<file path="src/irq_ctrl_pkg.sv">
// Overview of operation
// - direction 0: pin input, mask enables it
// - direction 1: pin driven by shared mask
// - remote ack toggles mask in direction 1 only, reads mask back
// - four internal sources, selectable receiver source
// - global enable gates all maskable interrupts
// - exchange op sets, clears or keeps enable
// - return ops restore, set, clear or keep
// - recognition clears global enable
// - five mask bits, one masks source
// - reset sets all five mask bits
// - masking delays service, never discards request
// - fixed priority nmi rx tx turn pin timeout
// - priority re-evaluated at every sample
// - vector is base, zeros, code, zeros
// - fixed three-bit source codes
// - sample each cycle, boundary decides
// - push address, enable, flags, bank; twelve
// - two T-state call, enable cleared early
// - call inserts programmed instruction wait states
// - nmi falling edge latched, cleared on recognition
// - ack changes pin two T-states later
package irq_ctrl_pkg;
    localparam int ADDR_W = 3;
    localparam logic [2:0] IRQ_CTRL_OFS = 3'h0;
    localparam logic [2:0] AUX_CTRL_OFS = 3'h1;
    localparam logic [2:0] VEC_BASE_OFS = 3'h2;
    localparam logic [2:0] WAIT_CFG_OFS = 3'h3;
    localparam logic [2:0] REMOTE_CFG_OFS = 3'h4;
    localparam logic [2:0] COND_CODE_OFS = 3'h5;
    localparam int RXSEL_LSB = 5;
    localparam int DIR_BIT = 0;
    localparam int GIE_BIT = 1;
    localparam int SHARED_BIT = 3;
    localparam logic [4:0] MASK_RST = 5'h1F;
    localparam logic [2:0] CODE_NONE = 3'h0;
    localparam logic [2:0] CODE_NMI = 3'h7;
    localparam logic [2:0] CODE_RX = 3'h1;
    localparam logic [2:0] CODE_TX = 3'h2;
    localparam logic [2:0] CODE_TURN = 3'h3;
    localparam logic [2:0] CODE_PIN = 3'h4;
    localparam logic [2:0] CODE_TO = 3'h5;
    localparam logic [1:0] RXSEL_FULL = 2'h0;
    localparam logic [1:0] RXSEL_DATA = 2'h1;
    localparam logic [1:0] RXSEL_ACTIVE = 2'h2;
    localparam logic [1:0] OPT_KEEP = 2'h0;
    localparam logic [1:0] OPT_CLEAR = 2'h1;
    localparam logic [1:0] OPT_SET = 2'h2;
    localparam logic [1:0] OPT_RESTORE = 2'h3;
    localparam int CLK_PERIOD_NS = 25;
    localparam int TSTATE_NS = 50;
    localparam int TSTATE_CYC = TSTATE_NS / CLK_PERIOD_NS;
    localparam int ACK_DELAY_TSTATES = 2;
    localparam logic [3:0] ACK_DELAY_CYC =
        4'(ACK_DELAY_TSTATES * TSTATE_CYC);
    localparam int STACK_DEPTH = 12;
    localparam int STACK_W = 25;
    typedef enum logic [4:0] {
        ENT_IDLE = 5'h01,
        ENT_T1A = 5'h02,
        ENT_T1B = 5'h04,
        ENT_TW = 5'h08,
        ENT_T2 = 5'h10
    } entry_state_t;
endpackage : irq_ctrl_pkg

</file>
<file path="src/stack_if.sv">
`timescale 1ns/100ps
interface stack_if;
    import irq_ctrl_pkg::*;
    logic push;
    logic pop;
    logic [STACK_W-1:0] wdata;
    logic [STACK_W-1:0] rdata;
    logic full;
    logic empty;
    modport mem (input push, pop, wdata, output rdata, full, empty);
    modport ctl (output push, pop, wdata, input rdata, full, empty);
endinterface : stack_if

</file>
<file path="src/addr_stack.sv">
`timescale 1ns/100ps
module addr_stack
    import irq_ctrl_pkg::*;
(
    input wire logic clk,
    input wire logic reset_n,
    stack_if.mem stk
);
    logic [STACK_W-1:0] mem [STACK_DEPTH];
    logic [3:0] sp_r;
    logic [STACK_W-1:0] rdata_r;

    assign stk.rdata = rdata_r;
    assign stk.full = (sp_r == 4'(STACK_DEPTH));
    assign stk.empty = (sp_r == 4'h0);

    // pointer; push wins if both arrive together
    always_ff @(posedge clk)
    begin
        if (!reset_n)
            sp_r <= 4'h0;
        else if (stk.push && !stk.full)
            sp_r <= sp_r + 4'h1;
        else if (stk.pop && !stk.empty)
            sp_r <= sp_r - 4'h1;
    end

    always_ff @(posedge clk)
    begin
        if (stk.push && !stk.full)
            mem[sp_r] <= stk.wdata;
    end

    always_ff @(posedge clk)
    begin
        if (!reset_n)
            rdata_r <= '0;
        else if (stk.pop && !stk.empty && !stk.push)
            rdata_r <= mem[sp_r - 4'h1];
    end
endmodule : addr_stack

</file>
<file path="src/cpu_interrupt_control.sv">
`timescale 1ns/100ps
module cpu_interrupt_control
    import irq_ctrl_pkg::*;
#(
    parameter logic [1:0] SEL_FULL = RXSEL_FULL,
    parameter logic [1:0] SEL_DATA = RXSEL_DATA,
    parameter logic [1:0] SEL_ACTIVE = RXSEL_ACTIVE
)
(
    // clock and reset
    input wire logic clk,
    input wire logic reset_n,
    // register port
    input wire logic [ADDR_W-1:0] regAddr,
    input wire logic [7:0] regWdata,
    input wire logic regWr,
    input wire logic regRd,
    output logic [7:0] regRdata,
    // remote side
    input wire logic remoteAckWr,
    input wire logic remoteAckData,
    output logic remoteAckRead,
    // pins
    input wire logic nmiPin_n,
    input wire logic sharedIrqPinIn,
    output logic sharedIrqPinOut,
    output logic sharedIrqPinOe,
    // transceiver sources
    input wire logic txQueueEmptyIrq,
    input wire logic lineTurnaroundIrq,
    input wire logic timeoutIrq,
    input wire logic rxQueueFullIrq,
    input wire logic rxDataAvailableIrq,
    input wire logic rxActiveIrq,
    // cpu timing
    input wire logic instrStart,
    input wire logic [15:0] pcIn,
    input wire logic [3:0] flagsIn,
    input wire logic [3:0] bankIn,
    input wire logic bankExchangeOp,
    input wire logic [1:0] bankExchangeOpt,
    input wire logic returnOp,
    input wire logic [1:0] returnOpt,
    // entry and return results
    output logic irqTaken,
    output logic callBusy,
    output logic [15:0] vectorAddr,
    output logic retValid,
    output logic [15:0] retAddr,
    output logic [3:0] retFlags,
    output logic [3:0] retBank
);
    stack_if stk ();
    addr_stack u_stack (.clk(clk), .reset_n(reset_n), .stk(stk));

    logic [4:0] irqMask_r;
    logic [1:0] rxSel_r;
    logic pinDir_r;
    logic gie_r;
    logic [7:0] vecBase_r;
    logic [2:0] waitCfg_r;
    logic ccPin_r;
    logic [7:0] regRdata_r;
    logic remoteAckRead_r;
    logic pinOut_r;
    logic pinOe_r;
    logic [3:0] ackCnt_r;
    logic nmiLatch_r;
    logic nmiPrev_r;
    entry_state_t entState_r;
    logic [3:0] entCnt_r;
    logic irqTaken_r;
    logic callBusy_r;
    logic [15:0] vectorAddr_r;
    logic popPend_r;
    logic [1:0] popOpt_r;
    logic retValid_r;
    logic [15:0] retAddr_r;
    logic [3:0] retFlags_r;
    logic [3:0] retBank_r;
    logic [1:0] syncIn;
    logic [1:0] pinFlt;
    logic rxSrc;
    logic [5:0] reqs;
    logic [2:0] winCode;
    logic take;
    logic icrWr;
    logic acrWr;
    logic ackAccept;

    // pin synchronisers: three stages, filtered on agreement
    assign syncIn = {nmiPin_n, sharedIrqPinIn};
    generate
        for (genvar i = 0; i < 2; i++)
        begin : g_sync
            logic s1_r;
            logic s2_r;
            logic s3_r;
            logic flt_r;
            always_ff @(posedge clk)
            begin
                if (!reset_n)
                begin
                    s1_r <= 1'b1;
                    s2_r <= 1'b1;
                    s3_r <= 1'b1;
                    flt_r <= 1'b1;
                end
                else
                begin
                    s1_r <= syncIn[i];
                    s2_r <= s1_r;
                    s3_r <= s2_r;
                    if (s2_r == s3_r)
                        flt_r <= s3_r;
                end
            end
            assign pinFlt[i] = flt_r;
        end
    endgenerate

    function automatic logic [2:0] pickCode(input logic [5:0] r);
        // order: nmi, rx, tx, turnaround, shared pin, timeout
        if (r[5])
            return CODE_NMI;
        else if (r[4])
            return CODE_RX;
        else if (r[3])
            return CODE_TX;
        else if (r[2])
            return CODE_TURN;
        else if (r[1])
            return CODE_PIN;
        else if (r[0])
            return CODE_TO;
        else
            return CODE_NONE;
    endfunction : pickCode

    assign icrWr = regWr && (regAddr == IRQ_CTRL_OFS);
    assign acrWr = regWr && (regAddr == AUX_CTRL_OFS);
    assign ackAccept = remoteAckWr && remoteAckData && pinDir_r;

    always_comb
    begin
        if (rxSel_r == SEL_FULL)
            rxSrc = rxQueueFullIrq;
        else if (rxSel_r == SEL_DATA)
            rxSrc = rxDataAvailableIrq;
        else if (rxSel_r == SEL_ACTIVE)
            rxSrc = rxActiveIrq;
        else
            rxSrc = 1'b0;
    end

    assign reqs = {nmiLatch_r,
        {5{gie_r}} & ~{irqMask_r[0], irqMask_r[1], irqMask_r[2],
        irqMask_r[3], irqMask_r[4]} &
        {rxSrc, txQueueEmptyIrq, lineTurnaroundIrq,
        !pinDir_r && !pinFlt[0], timeoutIrq}};
    assign winCode = pickCode(reqs);
    assign take = instrStart && (entState_r == ENT_IDLE)
        && (winCode != CODE_NONE);

    always_ff @(posedge clk)
    begin
        if (!reset_n)
        begin
            irqMask_r <= MASK_RST;
            rxSel_r <= RXSEL_FULL;
        end
        else if (icrWr)
        begin
            irqMask_r <= regWdata[4:0];
            rxSel_r <= regWdata[RXSEL_LSB +: 2];
        end
        // toggle; a local write the same cycle wins
        else if (ackCnt_r == 4'h1 && pinDir_r)
            irqMask_r[SHARED_BIT] <= !irqMask_r[SHARED_BIT];
    end

    // two T-state delay before the toggle
    always_ff @(posedge clk)
    begin
        if (!reset_n)
            ackCnt_r <= 4'h0;
        else if (ackAccept)
            ackCnt_r <= ACK_DELAY_CYC - 4'h1;
        else if (ackCnt_r != 4'h0)
            ackCnt_r <= ackCnt_r - 4'h1;
    end

    always_ff @(posedge clk)
    begin
        if (!reset_n)
        begin
            pinDir_r <= 1'b0;
            vecBase_r <= 8'h00;
            waitCfg_r <= 3'h0;
        end
        else
        begin
            if (acrWr)
                pinDir_r <= regWdata[DIR_BIT];
            if (regWr && regAddr == VEC_BASE_OFS)
                vecBase_r <= regWdata;
            if (regWr && regAddr == WAIT_CFG_OFS)
                waitCfg_r <= regWdata[2:0];
        end
    end

    // pin follows shared mask in output mode
    always_ff @(posedge clk)
    begin
        if (!reset_n)
        begin
            pinOut_r <= 1'b1;
            pinOe_r <= 1'b0;
            ccPin_r <= 1'b1;
            remoteAckRead_r <= 1'b1;
        end
        else
        begin
            pinOut_r <= irqMask_r[SHARED_BIT];
            pinOe_r <= pinDir_r;
            remoteAckRead_r <= irqMask_r[SHARED_BIT];
            // status mirrors the pin at each instruction start
            if (instrStart)
                ccPin_r <= pinFlt[0];
        end
    end

    // nmi falling edge; set wins over clear
    always_ff @(posedge clk)
    begin
        if (!reset_n)
        begin
            nmiPrev_r <= 1'b1;
            nmiLatch_r <= 1'b0;
        end
        else
        begin
            nmiPrev_r <= pinFlt[1];
            if (nmiPrev_r && !pinFlt[1])
                nmiLatch_r <= 1'b1;
            else if (take && winCode == CODE_NMI)
                nmiLatch_r <= 1'b0;
        end
    end

    always_ff @(posedge clk)
    begin
        if (!reset_n)
        begin
            entState_r <= ENT_IDLE;
            entCnt_r <= 4'h0;
        end
        else
        begin
            case (entState_r)
                ENT_IDLE:
                    if (take)
                        entState_r <= ENT_T1A;
                ENT_T1A:
                    entState_r <= ENT_T1B;
                ENT_T1B:
                begin
                    entCnt_r <= 4'(waitCfg_r) * 4'(TSTATE_CYC);
                    entState_r <= (waitCfg_r == 3'h0) ? ENT_T2 : ENT_TW;
                end
                ENT_TW:
                begin
                    entCnt_r <= entCnt_r - 4'h1;
                    if (entCnt_r == 4'h1)
                    begin
                        entCnt_r <= 4'(TSTATE_CYC);
                        entState_r <= ENT_T2;
                    end
                end
                ENT_T2:
                begin
                    entCnt_r <= entCnt_r - 4'h1;
                    if (entCnt_r <= 4'h1)
                        entState_r <= ENT_IDLE;
                end
                default:
                    entState_r <= ENT_IDLE;
            endcase
            if (entState_r == ENT_T1B && waitCfg_r == 3'h0)
                entCnt_r <= 4'(TSTATE_CYC);
        end
    end

    // vector formed in the first half of T1
    always_ff @(posedge clk)
    begin
        if (!reset_n)
        begin
            vectorAddr_r <= 16'h0000;
            irqTaken_r <= 1'b0;
            callBusy_r <= 1'b0;
        end
        else
        begin
            irqTaken_r <= take;
            callBusy_r <= take || (entState_r != ENT_IDLE &&
                !(entState_r == ENT_T2 && entCnt_r <= 4'h1));
            if (take)
                vectorAddr_r <= {vecBase_r, 3'h0, winCode, 2'h0};
        end
    end

    // push on recognition, pop on return
    assign stk.push = take;
    assign stk.wdata = {pcIn, gie_r, flagsIn, bankIn};
    assign stk.pop = returnOp;

    always_ff @(posedge clk)
    begin
        if (!reset_n)
        begin
            popPend_r <= 1'b0;
            popOpt_r <= OPT_KEEP;
        end
        else
        begin
            popPend_r <= returnOp && !stk.empty && !take;
            popOpt_r <= returnOpt;
        end
    end

    always_ff @(posedge clk)
    begin
        if (!reset_n)
        begin
            retValid_r <= 1'b0;
            retAddr_r <= 16'h0000;
            retFlags_r <= 4'h0;
            retBank_r <= 4'h0;
        end
        else
        begin
            retValid_r <= popPend_r;
            if (popPend_r)
            begin
                retAddr_r <= stk.rdata[24:9];
                retFlags_r <= stk.rdata[7:4];
                retBank_r <= stk.rdata[3:0];
            end
        end
    end

    // global enable; entry clear beats everything else
    always_ff @(posedge clk)
    begin
        if (!reset_n)
            gie_r <= 1'b0;
        // cleared at end of first half of T1
        else if (entState_r == ENT_T1A)
            gie_r <= 1'b0;
        else if (acrWr)
            gie_r <= regWdata[GIE_BIT];
        else if (popPend_r && popOpt_r == OPT_RESTORE)
            gie_r <= stk.rdata[8];
        else if (returnOp && returnOpt == OPT_SET)
            gie_r <= 1'b1;
        else if (returnOp && returnOpt == OPT_CLEAR)
            gie_r <= 1'b0;
        else if (bankExchangeOp && bankExchangeOpt == OPT_SET)
            gie_r <= 1'b1;
        else if (bankExchangeOp && bankExchangeOpt == OPT_CLEAR)
            gie_r <= 1'b0;
    end

    // register reads, data in the following cycle
    always_ff @(posedge clk)
    begin
        if (!reset_n)
            regRdata_r <= 8'h00;
        else if (regRd)
        begin
            case (regAddr)
                IRQ_CTRL_OFS:
                    regRdata_r <= {1'b0, rxSel_r, irqMask_r};
                AUX_CTRL_OFS:
                    regRdata_r <= {6'h00, gie_r, pinDir_r};
                VEC_BASE_OFS:
                    regRdata_r <= vecBase_r;
                WAIT_CFG_OFS:
                    regRdata_r <= {5'h00, waitCfg_r};
                REMOTE_CFG_OFS:
                    regRdata_r <= {7'h00, irqMask_r[SHARED_BIT]};
                COND_CODE_OFS:
                    regRdata_r <= {7'h00, ccPin_r};
                default:
                    regRdata_r <= 8'h00;
            endcase
        end
    end

    assign regRdata = regRdata_r;
    assign remoteAckRead = remoteAckRead_r;
    assign sharedIrqPinOut = pinOut_r;
    assign sharedIrqPinOe = pinOe_r;
    assign irqTaken = irqTaken_r;
    assign callBusy = callBusy_r;
    assign vectorAddr = vectorAddr_r;
    assign retValid = retValid_r;
    assign retAddr = retAddr_r;
    assign retFlags = retFlags_r;
    assign retBank = retBank_r;
endmodule : cpu_interrupt_control

</file>
<file path="config.mk">
export PLATFORM = sky130hd
export DESIGN_NAME = cpu_interrupt_control
export DESIGN_NICKNAME = d
export VERILOG_FILES = /design/src/irq_ctrl_pkg.sv /design/src/stack_if.sv /design/src/addr_stack.sv /design/src/cpu_interrupt_control.sv
export SDC_FILE = /design/constraint.sdc
export NUM_CORES = 1
export LEC_CHECK = 0
export BUFFER_PORTS_ARGS = -buffer_cell sky130_fd_sc_hd__buf_2
export CAP_MARGIN = 15
export CORE_UTILIZATION = 55
export CTS_BUF_LIST = sky130_fd_sc_hd__clkbuf_4 sky130_fd_sc_hd__clkbuf_8 sky130_fd_sc_hd__clkbuf_16
export CTS_CLUSTER_DIAMETER = 200
export CTS_CLUSTER_SIZE = 10
export DETAILED_ROUTE_END_ITERATION = 8
export GPL_ROUTABILITY_DRIVEN = 0
export PLACE_DENSITY = 0.73
export SLEW_MARGIN = 40
export SYNTH_ARGS = -nofsm -noshare
export SYNTH_HDL_FRONTEND = slang
export SYNTH_HIERARCHICAL = 1
export SYNTH_SLANG_ARGS = --single-unit
</file>
<file path="constraint.sdc">
create_clock -name clk -period 5.8 [get_ports clk]
set_input_delay 0.87 -clock clk [delete_from_list [all_inputs] [get_ports clk]]
set_output_delay 0.87 -clock clk [all_outputs]
set_load 0.005 [all_outputs]
</file>
==> impl_results.html <==
<table>
<tr><th>Metric</th><th>Value</th></tr>
<tr><th colspan="2">Worst setup path</th></tr>
<tr><td>Data required, critical path</td><td>roughly 6 ns</td></tr>
<tr><td>Category of the most critical setup path</td><td>reg2reg</td></tr>
<tr><td>Number of buffers and inverters on the critical path</td><td>3</td></tr>
<tr><td>Kind of start point of the critical path</td><td>register</td></tr>
<tr><td>Endpoint class of the critical path</td><td>register</td></tr>
<tr><td>WP data arrival</td><td>3.81 ns</td></tr>
<tr><td>Kind of cell adding the most delay to the critical path</td><td>buffers and inverters</td></tr>
<tr><td>Crit. Startpoint</td><td>gie_r</td></tr>
<tr><td>Slowest cell on the critical path</td><td>sky130_fd_sc_hd__dfxtp_1</td></tr>
<tr><td>CP max stage delay</td><td>0.79 ns</td></tr>
<tr><td>CP max FO</td><td>46</td></tr>
<tr><td>Crit Reg-Reg Startpoint</td><td>gie_r</td></tr>
<tr><td>Ordered list of cells on the worst path</td><td>o21ai_0 -&gt; a41o_2 -&gt; inv_4 -&gt; inv_1 -&gt; nor2_2 -&gt; buf_4</td></tr>
<tr><th colspan="2">Clock tree</th></tr>
<tr><td>Number of clock buffers inserted by TritonCTS</td><td>between 40 and 50</td></tr>
<tr><td>Cts hold-fix bufs</td><td>0</td></tr>
<tr><td>Resize count post-CTS</td><td>0</td></tr>
<tr><td>Buffer depth of the longest clock path</td><td>3</td></tr>
<tr><td>Clock sink count</td><td>424</td></tr>
<tr><td>Total number of H-tree levels</td><td>2</td></tr>
<tr><td>Skew-Pair Late Insertion Delay</td><td>0.55 ns</td></tr>
<tr><td>Root cell of the clock tree</td><td>sky130_fd_sc_hd__clkbuf_16</td></tr>
<tr><td>TritonCTS clock tree</td><td>yes</td></tr>
<tr><td>Clock transition at the registers of the reported paths</td><td>~0.06 ns</td></tr>
<tr><td>Total setup buffers inserted after CTS</td><td>0</td></tr>
<tr><th colspan="2">Pwr</th></tr>
<tr><td>Portion of total power attributed to the clock network</td><td>0.347</td></tr>
<tr><td>Register share of total power</td><td>0.432</td></tr>
<tr><td>Internal portion of total power</td><td>5.965 mW</td></tr>
<tr><td>Logic pwr share</td><td>0.221</td></tr>
<tr><td>P per Cell Area</td><td>425.9 mW/mm^2</td></tr>
<tr><td>Sw frac</td><td>0.2749</td></tr>
<tr><td>Peak ir drop on the vdd network</td><td>0.2957 mV</td></tr>
<tr><td>Static Leakage</td><td>6.759 nW</td></tr>
<tr><td>Switching power of the nets</td><td>2.261 mW</td></tr>
<tr><th colspan="2">Die</th></tr>
<tr><td>Placeable core region</td><td>0.02987 sq mm</td></tr>
<tr><td>Floorplan die area</td><td>0.03133 sq mm</td></tr>
<tr><td>I/O pin total</td><td>between 100 and 150</td></tr>
<tr><td>Floorplan die height</td><td>177 microns</td></tr>
<tr><td>Number of rows in the core area</td><td>between 60 and 70</td></tr>
<tr><td>Effective utilization at floorplan</td><td>0.5638</td></tr>
<tr><td>DIE WIDTH</td><td>177 microns</td></tr>
<tr><th colspan="2">Global routing</th></tr>
<tr><td>Antenna violations before repair</td><td>0</td></tr>
<tr><td>Global Route met2 Usage</td><td>0.3817</td></tr>
<tr><td>Via count of the first global-routing pass</td><td>around 9,600</td></tr>
<tr><td>GRT Overall Usage</td><td>0.2350</td></tr>
<tr><td>Fraction of met3 tracks used by global routing</td><td>0.04296</td></tr>
<tr><td>Layer with the highest usage after global routing</td><td>met2</td></tr>
<tr><td>Sum of overflow across all layers after global routing</td><td>0</td></tr>
<tr><td>Met1 usage in global routing</td><td>0.3256</td></tr>
<tr><td>Pin count of the biggest net entering global routing</td><td>78</td></tr>
<tr><td>Wire length of the first global-routing pass</td><td>~55 mm</td></tr>
<tr><th colspan="2">Route</th></tr>
<tr><td>Remaining number of nets flagged by the antenna check after routing</td><td>0</td></tr>
<tr><td>Routed via count divided by cell count</td><td>approximately 6</td></tr>
<tr><td>Vias after detailed routing</td><td>9,672</td></tr>
<tr><td>Starting DRT DRC Count</td><td>718</td></tr>
<tr><td>Final Routed Wirelength</td><td>between 30 and 40 mm</td></tr>
<tr><td>Remaining routing DRC violations</td><td>0</td></tr>
<tr><td>Number of optimization iterations in the first detailed-route pass</td><td>5</td></tr>
<tr><td>Routed length per instance</td><td>roughly 22 microns</td></tr>
<tr><th colspan="2">Timing</th></tr>
<tr><td>Final worst path period need</td><td>approximately 3.6 ns</td></tr>
<tr><td>Period Utilization, post-route</td><td>0.6204</td></tr>
<tr><td>Worst Skew</td><td>0.02025 ns</td></tr>
<tr><td>RSZ-0062 raised after global routing</td><td>no</td></tr>
<tr><td>Final hold violation count</td><td>0</td></tr>
<tr><td>Max Clock Freq</td><td>between 0.2 and 0.3 GHz</td></tr>
<tr><td>Fin. max-slew vios</td><td>0</td></tr>
<tr><td>Max-slew headroom at the worst pin</td><td>0.4740</td></tr>
<tr><td>Final sum of negative setup slack</td><td>0 ns</td></tr>
<tr><td>Tightest Pin Transition</td><td>about 0.79 ns</td></tr>
<tr><td>Final count of negative-setup-slack endpoints</td><td>0</td></tr>
<tr><th colspan="2">Yosys</th></tr>
<tr><td>Count of different cell masters after synthesis</td><td>66</td></tr>
<tr><td>Part of the Yosys area used for sequential elements</td><td>0.6822</td></tr>
<tr><td>Share of synthesized registers carrying an async set or reset</td><td>0</td></tr>
<tr><td>Number of enable-type register cells in the synthesized netlist</td><td>300</td></tr>
<tr><td>Cells after synthesis</td><td>1,077</td></tr>
<tr><td>Mean post-synth cell area</td><td>15.64 sq um</td></tr>
<tr><td>Yosys top cell area share</td><td>0.5348</td></tr>
<tr><td>Number of storage elements in the synthesis netlist</td><td>424</td></tr>
<tr><td>Leading area contributor after synthesis</td><td>sky130_fd_sc_hd__edfxtp_1</td></tr>
<tr><td>Warning count from the yosys run</td><td>6</td></tr>
<tr><td>Total standard cell area after synthesis</td><td>~0.017 sq mm</td></tr>
<tr><td>Most used flip-flop cell after synthesis</td><td>sky130_fd_sc_hd__edfxtp_1</td></tr>
<tr><td>Top area cells in the synthesized netlist</td><td>sky130_fd_sc_hd__edfxtp_1, sky130_fd_sc_hd__dfxtp_1, sky130_fd_sc_hd__mux4_2, sky130_fd_sc_hd__mux2i_1, sky130_fd_sc_hd__nor2_1</td></tr>
<tr><th colspan="2">Worst hold path</th></tr>
<tr><td>Worst hold path type</td><td>reg2reg</td></tr>
<tr><td>Hold Startpoint</td><td>g_sync[1].s1_r</td></tr>
<tr><th colspan="2">Finish</th></tr>
<tr><td>Number of nets in the final layout</td><td>1,255</td></tr>
<tr><td>Area growth syn-to-layout</td><td>14.67%</td></tr>
<tr><td>Layout cell share with drive strength beyond 1</td><td>0.2626</td></tr>
<tr><td># diodes</td><td>0</td></tr>
<tr><td>Post-route standard cell area excluding fillers</td><td>slightly below 0.02 sq mm</td></tr>
<tr><th colspan="2">Placement</th></tr>
<tr><td>Instance area at placement</td><td>0.01774 sq mm</td></tr>
<tr><td>Placed wire-length estimate</td><td>about 22 mm</td></tr>
<tr><td>Number of I/O port buffers</td><td>104</td></tr>
<tr><th colspan="2">Run</th></tr>
<tr><td>Max-cap violations</td><td>0</td></tr>
<tr><th colspan="2">Run status</th></tr>
<tr><td>Result of the run</td><td>finished, final reports clean</td></tr>
</table>
[synthesized netlist by cell type, types with 5 or more instances]
cell type	count
sky130_fd_sc_hd__edfxtp_1	300
sky130_fd_sc_hd__nand2_1	62
sky130_fd_sc_hd__nor3_1	9
sky130_fd_sc_hd__nor2_1	70
sky130_fd_sc_hd__and2_1	8
sky130_fd_sc_hd__a31oi_1	5
sky130_fd_sc_hd__mux2i_1	76
sky130_fd_sc_hd__ha_1	9
sky130_fd_sc_hd__o311ai_0	26
sky130_fd_sc_hd__nor2b_1	9
sky130_fd_sc_hd__buf_6	10
sky130_fd_sc_hd__clkbuf_1	34
sky130_fd_sc_hd__a21oi_1	30
sky130_fd_sc_hd__inv_1	16
sky130_fd_sc_hd__dfxtp_1	124
sky130_fd_sc_hd__xnor2_1	5
sky130_fd_sc_hd__o21ai_0	21
sky130_fd_sc_hd__nand2b_1	41
sky130_fd_sc_hd__buf_4	7
sky130_fd_sc_hd__or3_1	26
sky130_fd_sc_hd__mux4_2	76
sky130_fd_sc_hd__buf_2	14
sky130_fd_sc_hd__nand3_1	38
[power groups by stage]
stage / logic [mW] / registers [mW] / clock network [mW]
2_1_floorplan: 1.41 / 3.50 / 0
3_3_place_gp: 1.69 / 3.63 / 0
3_5_place_dp: 1.77 / 3.64 / 0
4_1_cts: 1.78 / 3.58 / 2.91
5_1_grt: 1.94 / 3.57 / 3.04
6_report: 1.82 / 3.55 / 2.86
[sequential cells by signal (all words and copies together), names as in the netlist, 5 cells and up]
signal	cells
u_stack/mem	300
vectorAddr	11
irqMask_r	5
regRdata	8
vecBase_r	8
u_stack/stk.rdata	25
entState_r	5
retAddr	16
[per-layer routing]
| layer | routed length (microns) | part of all wire | vias up |
|---|---|---|---|
| li1 | - | - | 4358 |
| met1 | 15060 | 0.42 | 4884 |
| met2 | 17270 | 0.48 | 375 |
| met3 | 2690 | 0.075 | 55 |
| met4 | 671 | 0.019 | 0 |
| met5 | 0 | 0 | - |
[layout make-up]
cell class / instances / area, sq um
clock inverters: 2 / 25.02
fillers: 2121 / 10560
multi-input cells: 572 / 4981
inverters: 19 / 76.32
flip-flops and latches: 424 / 11500
well taps: 390 / 488.0
clock buffers: 84 / 1506
repair buffers: 125 / 739.5
[cell families (layout without fill, tap and decap cells)]
group | count (synthesis) | after routing | share of synthesized area
flops | 424 | 424 | 0.6822
simple gates | 284 | 284 | 0.08453
mux | 153 | 153 | 0.1475
compound gates | 113 | 113 | 0.04702
buf+inv | 85 | 230 | 0.02659
fa+ha+maj | 9 | 9 | 0.006686
xor+xnor | 8 | 8 | 0.005274
other cells | 1 | 5 | 0.0002226
[cell usage in the layout (no fill, tap or decap), types with 8 or more instances in the layout]
cell / n
sky130_fd_sc_hd__nand2b_1: 41
sky130_fd_sc_hd__nor2b_1: 9
sky130_fd_sc_hd__buf_4: 16
sky130_fd_sc_hd__buf_2: 104
sky130_fd_sc_hd__dfxtp_1: 122
sky130_fd_sc_hd__nand2_1: 62
sky130_fd_sc_hd__nor2_1: 61
sky130_fd_sc_hd__ha_1: 8
sky130_fd_sc_hd__and2_1: 8
sky130_fd_sc_hd__nor2_2: 11
sky130_fd_sc_hd__o311ai_0: 26
sky130_fd_sc_hd__clkbuf_4: 34
sky130_fd_sc_hd__mux4_2: 76
sky130_fd_sc_hd__or3_1: 26
sky130_fd_sc_hd__nand3_1: 38
sky130_fd_sc_hd__edfxtp_1: 300
sky130_fd_sc_hd__o21ai_0: 21
sky130_fd_sc_hd__clkbuf_16: 50
sky130_fd_sc_hd__mux2i_1: 76
sky130_fd_sc_hd__a21oi_1: 30
sky130_fd_sc_hd__inv_1: 15
[metrics by stage]
step | std cells | setup slack, ns | hold slack [ns] | utilization | power (mW)
2_1_floorplan | 1081 | 1.177 | 0.3863 | - | 4.904
3_3_place_gp | 1526 | 1.794 | 0.4019 | 0.5916 | 5.322
3_5_place_dp | 1528 | 2.004 | 0.3996 | 0.5939 | 5.408
4_1_cts | 1614 | 2.206 | 0.4246 | 0.6452 | 8.274
5_1_grt | 1616 | 1.914 | 0.4421 | 0.6465 | 8.551
6_report | 1616 | 2.202 | 0.4143 | 0.6465 | 8.226
[path summary, 6_finish.rpt]
| check | to | slack [ns] | depth (start not counted) |
|---|---|---|---|
| worst max register to register | u_stack/mem[0][12] | 2.20 | 6 |
| worst max-delay path | u_stack/mem[0][12] | 2.20 | 6 |
| worst min register to register | g_sync[1].s2_r | 0.41 | 1 |
| worst min-delay path | g_sync[1].s2_r | 0.41 | 1 |
No activity file was read; power rests on OpenSTA's default activity.
